--- src/rtl/ptab_pkg.sv ---
package ptab_pkg;
   localparam int unsigned PTAB_ADDR_W        = 16;
   localparam int unsigned PTAB_WORD_W        = 16;
   localparam int unsigned PTAB_BYTE_W        = 8;
   localparam logic [15:0] PTAB_PTR_RST       = 16'h0000;
   localparam logic [15:0] PTAB_LATCH_RST     = 16'h0000;
   localparam int unsigned PTAB_CLK_PERIOD_NS = 10;
   // Write that fails the programming voltage check lasts this many cycles
   localparam int unsigned PTAB_NOVPP_CYCLES  = 2;
   localparam int unsigned PTAB_EXT_CYCLES    = 2;
   typedef enum logic [2:0] {
      PTAB_OP_NONE,
      PTAB_OP_LATCH_RD,
      PTAB_OP_LATCH_WR,
      PTAB_OP_TABLE_RD,
      PTAB_OP_TABLE_WR
   } ptab_op_t;
   typedef enum {
      PTAB_IDLE,
      PTAB_RD_FETCH,
      PTAB_LONG_WR,
      PTAB_SHORT_WR,
      PTAB_EXT_WR
   } ptab_state_t;
endpackage : ptab_pkg

--- src/rtl/ptab_table_access.sv ---
// Behaviour
// RULE_01: Table read first copies selected latch byte to destination data register.
// RULE_02: Table read then loads program word at pointer into the latch.
// RULE_03: Increment operand 1 bumps pointer after access; 0 leaves it.
// RULE_04: First read after pointer load returns stale latch data, a dummy.
// RULE_05: Internal table write starts long write that halts execution.
// RULE_06: Long write ends only on reset or enabled and flagged interrupt.
// RULE_07: Global interrupt disable does not affect termination, only vectoring.
// RULE_08: Disable 0 vectors after termination; disable 1 continues without vectoring.
// RULE_09: Pin or timer source ending long write gets highest-priority flag cleared.
// RULE_10: Peripheral source ending long write keeps its flag set.
// RULE_11: Enabled interrupt pending at write start aborts it as no-op, clears flag.
// RULE_12: Without programming voltage internal write takes 2 cycles, memory unchanged.
// RULE_13: External table write takes two cycles, data written in second.
// RULE_14: Interrupts never shorten external write; afterwards clear flag or acknowledge.
// RULE_15: External accesses use separate read and write latches.
// RULE_16: Software loads write latch with latch write before external table write.
// RULE_17: Software disables other interrupts, raises voltage, clears watchdog, writes, verifies.
// RULE_18: Software disables interrupts not used to time the program write.
// RULE_19: Table write stores full 16-bit latch into word at pointer.
// RULE_20: Pointer is two 8-bit registers forming a 16-bit address.
// RULE_21: Byte select 1 picks high latch byte, 0 the low byte.
// RULE_22: Table write places source byte into selected latch half first.
`timescale 1ns/10ps
`default_nettype none
module ptab_table_access
   import ptab_pkg::*;
#(
   parameter int unsigned ADDR_W = PTAB_ADDR_W,
   parameter int unsigned WORD_W = PTAB_WORD_W
) (
   input  wire logic                ref_clk,
   input  wire logic                rst_n,
   input  wire ptab_op_t            opCode,
   input  wire logic                byteSelHigh,
   input  wire logic                incPointer,
   input  wire logic [7:0]          srcData,
   input  wire logic                ptrLowWrite,
   input  wire logic                ptrHighWrite,
   input  wire logic                extMemSel,
   input  wire logic                progVoltageOk,
   input  wire logic                globalInterruptDisable,
   input  wire logic [2:0]          pinTimerEnable,
   input  wire logic [2:0]          pinTimerFlag,
   input  wire logic                periphEnable,
   input  wire logic                periphFlag,
   input  wire logic [WORD_W-1:0]   memRdData,
   output var  logic [ADDR_W-1:0]   memAddr,
   output logic                     memRdEn,
   output logic                     memWrEn,
   output var  logic [WORD_W-1:0]   memWrData,
   output logic                     memIsExternal,
   output var  logic [7:0]          destData,
   output var  logic                destValid,
   output logic                     execHalt,
   output var  logic                vectorReq,
   output var  logic [2:0]          flagClear,
   output var  logic                periphAck,
   output logic [ADDR_W-1:0]        tablePointer
);
   // Pointer, latch and word datapaths are fixed at 16 bits
   if (ADDR_W != 16 || WORD_W != 16) begin : g_badWidth
      $error("ptab: only 16-bit address and word supported");
   end

   // Index 0 of pinTimerFlag is highest priority
   function automatic logic [2:0] ptabPickHighest(input logic [2:0] req);
      logic [2:0] r;
      r = 3'h0;
      if (req[0]) r = 3'h1;
      else if (req[1]) r = 3'h2;
      else if (req[2]) r = 3'h4;
      return r;
   endfunction

   ptab_state_t      state_ff, nxt_state;
   logic [15:0]      ptr_ff, nxt_ptr;
   logic [15:0]      rdLatch_ff, nxt_rdLatch;
   logic [15:0]      wrLatch_ff, nxt_wrLatch;
   logic             ptrFresh_ff, nxt_ptrFresh;
   logic             inc_ff, nxt_inc;
   logic             ext_ff, nxt_ext;
   logic [7:0]       destData_ff, nxt_destData;
   logic             destValid_ff, nxt_destValid;
   logic             vector_ff, nxt_vector;
   logic [2:0]       flagClr_ff, nxt_flagClr;
   logic             pAck_ff, nxt_pAck;
   logic [15:0]      memAddr_ff, nxt_memAddr;
   logic [15:0]      memWrData_ff, nxt_memWrData;
   logic             destStale;

   logic [2:0] ptActive;
   logic       irqTerm;
   assign ptActive = pinTimerEnable & pinTimerFlag;
   assign irqTerm  = (|ptActive) | (periphEnable & periphFlag); // RULE_06 RULE_07

   // Latch after writing the selected byte, shared by internal and external accesses
   logic [15:0] latchIn, wrLatchSel;
   always_comb begin
      wrLatchSel = ext_ff ? wrLatch_ff : rdLatch_ff;
      if (extMemSel) wrLatchSel = wrLatch_ff; // RULE_15
      else           wrLatchSel = rdLatch_ff;
      latchIn = wrLatchSel;
      if (byteSelHigh) latchIn[15:8] = srcData; // RULE_21 RULE_22
      else             latchIn[7:0]  = srcData;
   end

   always_comb begin
      nxt_state     = state_ff;
      nxt_ptr       = ptr_ff;
      nxt_rdLatch   = rdLatch_ff;
      nxt_wrLatch   = wrLatch_ff;
      nxt_ptrFresh  = ptrFresh_ff;
      nxt_inc       = inc_ff;
      nxt_ext       = ext_ff;
      nxt_destData  = destData_ff;
      nxt_destValid = 1'b0;
      nxt_vector    = 1'b0;
      nxt_flagClr   = 3'h0;
      nxt_pAck      = 1'b0;
      nxt_memAddr   = memAddr_ff;
      nxt_memWrData = memWrData_ff;
      if (ptrLowWrite)  nxt_ptr[7:0]  = srcData; // RULE_20
      if (ptrHighWrite) nxt_ptr[15:8] = srcData; // RULE_20
      case (state_ff)
         PTAB_IDLE: begin
            nxt_ext = extMemSel;
            nxt_inc = incPointer;
            case (opCode)
               PTAB_OP_LATCH_RD: begin
                  nxt_destData  = byteSelHigh ? rdLatch_ff[15:8] : rdLatch_ff[7:0]; // RULE_21
                  nxt_destValid = 1'b1;
               end
               PTAB_OP_LATCH_WR: begin
                  if (extMemSel) nxt_wrLatch = latchIn; // RULE_15
                  else           nxt_rdLatch = latchIn;
               end
               PTAB_OP_TABLE_RD: begin
                  // Old latch byte goes out before the fetch overwrites it
                  nxt_destData  = byteSelHigh ? rdLatch_ff[15:8] : rdLatch_ff[7:0]; // RULE_01 RULE_04
                  nxt_destValid = 1'b1;
                  nxt_memAddr   = ptr_ff;
                  nxt_state     = PTAB_RD_FETCH;
               end
               PTAB_OP_TABLE_WR: begin
                  if (extMemSel) nxt_wrLatch = latchIn; // RULE_22
                  else           nxt_rdLatch = latchIn;
                  nxt_memAddr   = ptr_ff;
                  nxt_memWrData = latchIn; // RULE_19
                  if (extMemSel) begin
                     nxt_state = PTAB_EXT_WR; // RULE_13 RULE_14
                  end else if (irqTerm) begin
                     nxt_flagClr = ptabPickHighest(ptActive); // RULE_11
                  end else if (!progVoltageOk) begin
                     nxt_state = PTAB_SHORT_WR; // RULE_12
                  end else begin
                     nxt_state = PTAB_LONG_WR; // RULE_05
                  end
               end
               default: ;
            endcase
         end
         PTAB_RD_FETCH: begin
            nxt_rdLatch  = memRdData; // RULE_02
            nxt_ptrFresh = 1'b0;
            if (inc_ff) nxt_ptr = ptr_ff + 16'h0001; // RULE_03
            nxt_state = PTAB_IDLE;
         end
         PTAB_LONG_WR: begin
            if (irqTerm) begin // RULE_06
               nxt_vector  = !globalInterruptDisable; // RULE_08
               nxt_flagClr = ptabPickHighest(ptActive); // RULE_09 RULE_10
               if (inc_ff) nxt_ptr = ptr_ff + 16'h0001; // RULE_03
               nxt_state = PTAB_IDLE;
            end
         end
         PTAB_SHORT_WR: begin
            if (inc_ff) nxt_ptr = ptr_ff + 16'h0001;
            nxt_state = PTAB_IDLE;
         end
         PTAB_EXT_WR: begin
            nxt_flagClr = ptabPickHighest(ptActive); // RULE_14
            nxt_pAck    = (ptActive == 3'h0) && periphEnable && periphFlag;
            if (inc_ff) nxt_ptr = ptr_ff + 16'h0001; // RULE_03
            nxt_state = PTAB_IDLE;
         end
         default: nxt_state = PTAB_IDLE;
      endcase
      // A pointer load always wins over the fetch clearing the stale mark
      if (ptrLowWrite || ptrHighWrite) nxt_ptrFresh = 1'b1; // RULE_04
   end

   always_ff @(posedge ref_clk or negedge rst_n) begin
      if (!rst_n) begin
         state_ff     <= PTAB_IDLE;
         ptr_ff       <= PTAB_PTR_RST;
         rdLatch_ff   <= PTAB_LATCH_RST;
         wrLatch_ff   <= PTAB_LATCH_RST;
         ptrFresh_ff  <= 1'b1;
         inc_ff       <= 1'b0;
         ext_ff       <= 1'b0;
         destData_ff  <= 8'h00;
         destValid_ff <= 1'b0;
         vector_ff    <= 1'b0;
         flagClr_ff   <= 3'h0;
         pAck_ff      <= 1'b0;
         memAddr_ff   <= 16'h0000;
         memWrData_ff <= 16'h0000;
      end else begin
         state_ff     <= nxt_state;
         ptr_ff       <= nxt_ptr;
         rdLatch_ff   <= nxt_rdLatch;
         wrLatch_ff   <= nxt_wrLatch;
         ptrFresh_ff  <= nxt_ptrFresh;
         inc_ff       <= nxt_inc;
         ext_ff       <= nxt_ext;
         destData_ff  <= nxt_destData;
         destValid_ff <= nxt_destValid;
         vector_ff    <= nxt_vector;
         flagClr_ff   <= nxt_flagClr;
         pAck_ff      <= nxt_pAck;
         memAddr_ff   <= nxt_memAddr;
         memWrData_ff <= nxt_memWrData;
      end
   end

   assign destStale     = ptrFresh_ff; // RULE_04
   assign memAddr       = memAddr_ff;
   assign memWrData     = memWrData_ff;
   assign memRdEn       = (state_ff == PTAB_RD_FETCH);
   // Long write drives the strobe throughout; short write never touches memory
   assign memWrEn       = (state_ff == PTAB_LONG_WR) || (state_ff == PTAB_EXT_WR); // RULE_13
   assign memIsExternal = ext_ff;
   assign execHalt      = (state_ff != PTAB_IDLE); // RULE_05
   assign destData      = destData_ff;
   assign destValid     = destValid_ff;
   assign vectorReq     = vector_ff;
   assign flagClear     = flagClr_ff;
   assign periphAck     = pAck_ff;
   assign tablePointer  = ptr_ff;
endmodule // ptab_table_access
`default_nettype wire

--- config.mk ---
export PLATFORM = sky130hd
export DESIGN_NAME = ptab_table_access
export DESIGN_NICKNAME = d
export VERILOG_FILES = /design/src/rtl/ptab_pkg.sv /design/src/rtl/ptab_table_access.sv
export SDC_FILE = /design/constraint.sdc
export NUM_CORES = 1
export LEC_CHECK = 0
export ABC_AREA = 1
export BUFFER_PORTS_ARGS = -buffer_cell sky130_fd_sc_hd__buf_4
export CORE_ASPECT_RATIO = 0.5
export CORE_UTILIZATION = 49
export CTS_BUF_LIST = sky130_fd_sc_hd__clkbuf_16
export DETAILED_ROUTE_END_ITERATION = 8
export PLACE_DENSITY = 0.76
export SETUP_SLACK_MARGIN = 0.5
export SYNTH_ARGS = -nofsm -noshare
export SYNTH_HDL_FRONTEND = slang
export SYNTH_SLANG_ARGS = --single-unit
--- constraint.sdc ---
create_clock -name ref_clk -period 1.3 [get_ports ref_clk]
set_input_delay 0.195 -clock ref_clk [delete_from_list [all_inputs] [get_ports ref_clk]]
set_output_delay 0.195 -clock ref_clk [all_outputs]
set_load 0.005 [all_outputs]
==> flow_summary.json, run 1 <==
{
  "violations": "negative setup slack",
  "area_delta_synth_final_pct": 67.14,
  "grt_usage_pct": 29.94,
  "antenna_left": 0,
  "p_total_mw": 19.36,
  "final_common_cell": "nand2_1",
  "htreeDepth": 3,
  "hold_path_class": "input pin to flop",
  "multi_input_area_um2": 2660,
  "critPathCaptureType": "flop",
  "syn_nets": 676,
  "status": "complete, but fails checks",
  "reg2reg_depth": 8,
  "rsz0062_at_grt": "true",
  "seq_area_frac_synth_pct": 49.82,
  "place.gp.congestion": 0.8874,
  "insertion_delay_ns": 0.35,
  "finalCritPeriodShare_pct": 129.0,
  "fin_ws_ns": -0.3774,
  "hold_depth": 3,
  "synth_top_area_share_pct": 49.82,
  "yosys_warnings": 0,
  "max-vdd-ir-drop_v": 0.0009468,
  "syn_avg_cell_area_um2": 7.880,
  "routed-wl-met3_mm": 1.961,
  "holdPathEnd": "inc_ff$_DFFE_PN0P_",
  "placedCellCount": 924,
  "required_ns": 1.55,
  "die_x_um": 144.5,
  "num_rows": 25,
  "cts_tree": "done",
  "cts_max_path_buffers": 2,
  "grt_max_degree": 65,
  "yosys-top-cells-area": "dfrtp_1, nand2_1, nor2_1",
  "wire_per_inst_um": 19.39,
  "via_per_inst": 5.752,
  "wl_met1_mm": 7.194,
  "die_h_um": 73.23,
  "numCtsBuffers": 9,
  "setup_violations": 97,
  "max-cap-violations": 0,
  "worst_pin_slew_ns": 0.4392,
  "cp_max_fo": 8,
  "nets": 918,
  "port-buffer-count": 109,
  "setup-tns-final_ns": -20.12,
  "max-slew-margin-rel_pct": 70.41,
  "clk_pin_slew_worst_paths_ns": 0.08,
  "p_leak_nw": 3.986,
  "dp_hpwl_mm": 9.760,
  "finish.instance_area_um2": 8310,
  "min_from": "incPointer",
  "skew_ns": 0.008802,
  "wl_met2_mm": 9.345,
  "grt_pass1_wl_mm": 24.17,
  "fmax_ghz": 0.5962,
  "cts.sinks": 99,
  "r2r_slack_ns": -0.38,
  "layout.cells.non_filler": 1013,
  "overflow": 0,
  "regArea_um2": 2480,
  "drive_above_1_share_pct": 44.87,
  "detail_route.first_pass.iterations": 6,
  "yosysTopAreaCell": "dfrtp_1",
  "post-route-util_pct": 86.26,
  "start_util_pct": 51.61,
  "drc": 0,
  "hold_violations": 0,
  "coreArea_um2": 9634,
  "routed.top_layer": "met4",
  "drv_slew": 0,
  "r2r-start": "state_ff[0]$_DFFE_PN0P_",
  "num_vias": 5827,
  "drt_iter0_drc": 680,
  "grt_pass1_vias": 5159,
  "die-area_um2": 10580,
  "yosys_register_bits": 99,
  "fillers": 455,
  "p_per_area_nw_per_um2": 2330,
  "worst_setup_path_start_kind": "flop",
  "r2r_end": "memWrData[13]$_DFFE_PN0P_",
  "fin_crit_ns": 1.677,
  "grt_antenna_before_repair": 1,
  "cts-root-buf": "clkbuf_16",
  "io-pin-count": 110,
  "final_cell_mix": "nand2_1, buf_4, dfrtp_1",
  "path_class": "flop to flop",
  "synthCells": 631,
  "routed_wl_mm": 19.64,
  "antenna_cells": 0,
  "cp.arrival_ns": 1.92,
  "post_dp_cell_area_um2": 6529,
  "synth.distinct_cells": 32,
  "syn_area_um2": 4972
}
==> how the worst max path moves through the flow <==
stage	start	end	cells after the start
after floorplan	state_ff[0]$_DFFE_PN0P_	wrLatch_ff[10]$_DFFE_PN0P_	7
after global placement	state_ff[0]$_DFFE_PN0P_	flagClear[1]$_DFF_PN0_	7
after detailed placement	state_ff[1]$_DFFE_PN0P_	wrLatch_ff[3]$_DFFE_PN0P_	8
after CTS	state_ff[1]$_DFFE_PN0P_	execHalt	4
after global routing	state_ff[0]$_DFFE_PN0P_	memWrData[13]$_DFFE_PN0P_	8
final	state_ff[0]$_DFFE_PN0P_	memWrData[13]$_DFFE_PN0P_	8
==> repair_timing <==
| item | in CTS | in global routing |
|---|---|---|
| setup endpoints to repair | 165 | 245 |
| hold buffers | 2 | 1 |
| setup buffers | 42 | 21 |
| gates resized for setup | 112 | 118 |
| endpoints found under the hold margin | 100 | 99 |
| pin swaps | 13 | 11 |
| cloned | 0 | 8 |
==> kinds of logic after synthesis <==
group / share of synthesized area (%)
buf+inv: 5.939
fa+ha+maj: 0.2516
mux: 0.9058
xor+xnor: 1.233
simple gates: 30.05
flops: 49.82
compound gates: 11.80
==> power breakdown <==
part / switching [mW] / internal [mW]
Sequential: 1.41 / 4.51
Clock: 1.30 / 1.53
Combinational: 4.90 / 5.70
==> cell type report <==
class | count | area share, %
Clock buffer | 9 | 2.710
Clock inverter | 7 | 1.039
Inverter | 38 | 1.837
Multi-Input combinational cell | 468 | 32.01
Sequential cell | 99 | 29.84
Tap cell | 135 | 2.033
Timing Repair Buffer | 257 | 30.53
==> cells in the mapped netlist (all sizes together) <==
| cell type | count |
|---|---|
| nand2 | 199 |
| dfrtp | 99 |
| nor2 | 92 |
| o21ai | 65 |
| inv | 37 |
| a21oi | 34 |
| nand3 | 32 |
| buf | 16 |
| nand3b | 16 |
| clkbuf | 11 |
| a31oi | 8 |
| xor2 | 7 |
| nor3 | 5 |
| mux2 | 4 |
| nand4 | 4 |
| clkinv | 1 |
| ha | 1 |
==> critical path: stages (launching register included) <==
cell and delay (ns):
dfrtp_1 0.43, nor2_4 0.18, nand2_4 0.12, buf_6 0.14, nor2_4 0.14, buf_12 0.14, buf_12 0.13, nor2_1 0.07
a21oi_1 0.22
==> state kept, by name (all words and copies together) (netlist names) <==
signal,flops
rdLatch_ff,16
destData,8
destValid,1
wrLatch_ff,16
flagClear,3
inc_ff,1
vectorReq,1
tablePointer,16
state_ff,3
memWrData,16
periphAck,1
memAddr,16
memIsExternal,1
==> metal layers <==
| layer | vias up | global-route usage [%] |
|---|---|---|
| li1 | 2518 | - |
| met2 | 411 | 52.24 |
| met4 | 0 | 9.357 |
| met3 | 139 | 7.415 |
| met1 | 2759 | 36.87 |
| met5 | - | 0 |
==> through the flow <==
stage	setup WS [ns]	hold WS, ns
after global placement	-0.08474	0.2274
final	-0.3774	0.06773
after detailed placement	-0.1545	0.2297
after CTS	-0.2118	0.06246
after floorplan	-0.04548	-0.1006
after global routing	-0.4020	0.1087
Power figures use the tool's default switching activity.
==> run 2: changes to the inputs <==
--- a/config.mk
+++ b/config.mk
@@ -5,13 +5,12 @@
 export SDC_FILE = /design/constraint.sdc
 export NUM_CORES = 1
 export LEC_CHECK = 0
-export ABC_AREA = 1
 export BUFFER_PORTS_ARGS = -buffer_cell sky130_fd_sc_hd__buf_4
 export CORE_ASPECT_RATIO = 0.5
 export CORE_UTILIZATION = 49
 export CTS_BUF_LIST = sky130_fd_sc_hd__clkbuf_16
 export DETAILED_ROUTE_END_ITERATION = 8
-export PLACE_DENSITY = 0.76
+export PLACE_DENSITY = 0.77
 export SETUP_SLACK_MARGIN = 0.5
 export SYNTH_ARGS = -nofsm -noshare
 export SYNTH_HDL_FRONTEND = slang
==> flow_summary.json, run 2 <==
{
  "status": "complete, but fails checks",
  "violations": "negative setup slack",
  "setup_violations": 103,
  "num_vias": 4861,
  "yosys_warnings": 0,
  "cp.arrival_ns": 2.11,
  "drive_above_1_share_pct": 57.97,
  "num_rows": 24,
  "hold_path_class": "input pin to flop",
  "numCtsBuffers": 9,
  "routed_wl_mm": 18.33,
  "cp_slowest_stage_delay_ns": 0.45,
  "grt_pass1_vias": 4528,
  "fin_ws_ns": -0.5795,
  "max-slew-margin-rel_pct": 59.28,
  "fmax_ghz": 0.5320,
  "setup-tns-final_ns": -46.79,
  "port-buffer-count": 109,
  "clk_pin_slew_worst_paths_ns": 0.07,
  "final_common_cell": "buf_4",
  "grt_pass1_wl_mm": 23.09,
  "insertion_delay_ns": 0.35,
  "finalCritPeriodShare_pct": 144.6,
  "max-cap-violations": 0,
  "max-vdd-ir-drop_v": 0.0008903,
  "p_per_area_nw_per_um2": 1495,
  "start_util_pct": 52.44,
  "syn_avg_cell_area_um2": 11.22,
  "regArea_um2": 2481,
  "grt_max_degree": 63,
  "overflow": 0,
  "cp_max_fo": 16,
  "hold_slack_ns": 0.01968,
  "antenna_cells": 0,
  "syn_area_um2": 4756,
  "drv_slew": 0,
  "post-route-util_pct": 86.04,
  "synth_commonest_cells": "dfrtp_1, nand2_1, mux2_2, mux2i_1, o21ai_0",
  "drc": 0,
  "synth_top_area_share_pct": 52.09,
  "via_per_inst": 6.161,
  "io-pin-count": 110,
  "synth_edf_count": 0,
  "fin_crit_ns": 1.880,
  "layout.cells.non_filler": 789,
  "htreeDepth": 3,
  "required_ns": 1.53,
  "area_delta_synth_final_pct": 64.06,
  "skew_ns": 0.01083,
  "synthArstFlopShare_pct": 100.0,
  "worst_pin_slew_ns": 0.6045,
  "crit_top_cell": "nor3_4",
  "seq_area_frac_synth_pct": 52.09,
  "fillers": 389,
  "yosysTopAreaCell": "dfrtp_1",
  "synth_ff_type": "dfrtp_1",
  "hold_violations": 0,
  "cts_tree": "done",
  "yosys_register_bits": 99,
  "synthCells": 424,
  "final_cell_mix": "buf_4, buf_6, dfrtp_1",
  "die-area_um2": 10130,
  "coreArea_um2": 9069,
  "p_total_mw": 11.66,
  "place.gp.congestion": 0.8693,
  "nets": 699,
  "syn_nets": 469,
  "slowest_stage": "dfrtp_2",
  "wire_per_inst_um": 23.23,
  "drt_iter0_drc": 607,
  "placedCellCount": 702,
  "dp_hpwl_mm": 8.484,
  "synth.distinct_cells": 45,
  "grt_usage_pct": 30.46,
  "detail_route.first_pass.iterations": 5,
  "worst_setup_path_start_kind": "flop",
  "grt_antenna_before_repair": 0,
  "yosys-top-cells-area": "dfrtp_1, mux2_2, mux2i_1",
  "cts_max_path_buffers": 2,
  "antenna_left": 0,
  "cp_cell_sequence": "buf_6, nor3_4, nand2_2, nor3_4, buf_12, mux2_2",
  "cts.sinks": 99,
  "cts-root-buf": "clkbuf_16",
  "p_leak_nw": 3.668,
  "multi_input_area_um2": 2470,
  "die_h_um": 71.67,
  "critPathCaptureType": "flop",
  "path_class": "flop to flop",
  "rsz0062_at_grt": "true",
  "die_x_um": 141.3,
  "yosysMostFrequentCell": "dfrtp_1"
}
## run 2: path summary, 6_finish.rpt
| check | start | to | slack, ns | depth (start not counted) |
|---|---|---|---|---|
| min reg2reg | wrLatch_ff[13]$_DFFE_PN0P_ | wrLatch_ff[13]$_DFFE_PN0P_ | 0.51 | 1 |
| max | state_ff[2]$_DFFE_PN0P_ | wrLatch_ff[11]$_DFFE_PN0P_ | -0.58 | 6 |
| max reg2reg | state_ff[2]$_DFFE_PN0P_ | wrLatch_ff[11]$_DFFE_PN0P_ | -0.58 | 6 |
| min | globalInterruptDisable | vectorReq$_DFF_PN0_ | 0.02 | 2 |
| min in group asynchronous | rst_n | memWrData[8]$_DFFE_PN0P_ | 0.42 | 3 |
| max in group asynchronous | rst_n | memWrData[7]$_DFFE_PN0P_ | 0.59 | 3 |
## run 2: routing by layer
| layer | global-route usage [%] | part of all wire, % | vias up |
|---|---|---|---|
| met5 | 0 | 0 | - |
| met4 | 14.01 | 5.8 | 0 |
| met3 | 7.286 | 8.6 | 124 |
| met2 | 55.06 | 48 | 366 |
| met1 | 34.81 | 37 | 2388 |
| li1 | - | - | 1983 |
## run 2: final cells by class
| type | instances | share of cell area (%) |
|---|---|---|
| clock buffer | 9 | 2.886 |
| clock inverter | 7 | 0.7697 |
| inverter | 7 | 0.3688 |
| multi-input combinational | 296 | 31.65 |
| sequential | 99 | 31.80 |
| tap | 130 | 2.085 |
| timing repair buffer | 241 | 30.44 |
## run 2: cell families after synthesis
| kind of cell | after synthesis | synth area share (%) |
|---|---|---|
| buffers and inverters | 30 | 2.920 |
| and+or+nand+nor | 116 | 12.02 |
| DFF | 99 | 52.09 |
| xor gates and xnor gates | 5 | 0.9210 |
| AOI/OAI and AO/OA | 78 | 10.34 |
| adders and majority gates | 1 | 0.2630 |
| muxes | 95 | 21.44 |
## run 2: through the flow
step / setup slack [ns] / instance area [um2]
after global placement: -0.4450 / 6227
after global routing: -0.6264 / 7802
after CTS: -0.4397 / 7277
after floorplan: -0.5067 / 4858
final: -0.5795 / 7802
after detailed placement: -0.4897 / 6227
## run 2: what timing repair did
action	in CTS	in global routing
cloned	3	3
setup buffers	31	33
resized for setup	138	83
hold endpoints to repair	99	99
endpoints found under the setup margin	165	236
hold buffers	1	1
pin swaps	15	28
## run 2: critical path: cells and delay by family (launching register included)
| family | cells | cell delay (ns) |
|---|---|---|
| muxes | 1 | 0.35 |
| DFF | 1 | 0.45 |
| and+or+nand+nor | 3 | 0.62 |
| buffers and inverters | 2 | 0.34 |
## run 2: power by group
part	internal [mW]	total, mW	switching [mW]
clock network	1.47	2.65	1.18
logic	2.65	4.37	1.72
registers	3.94	4.65	0.709
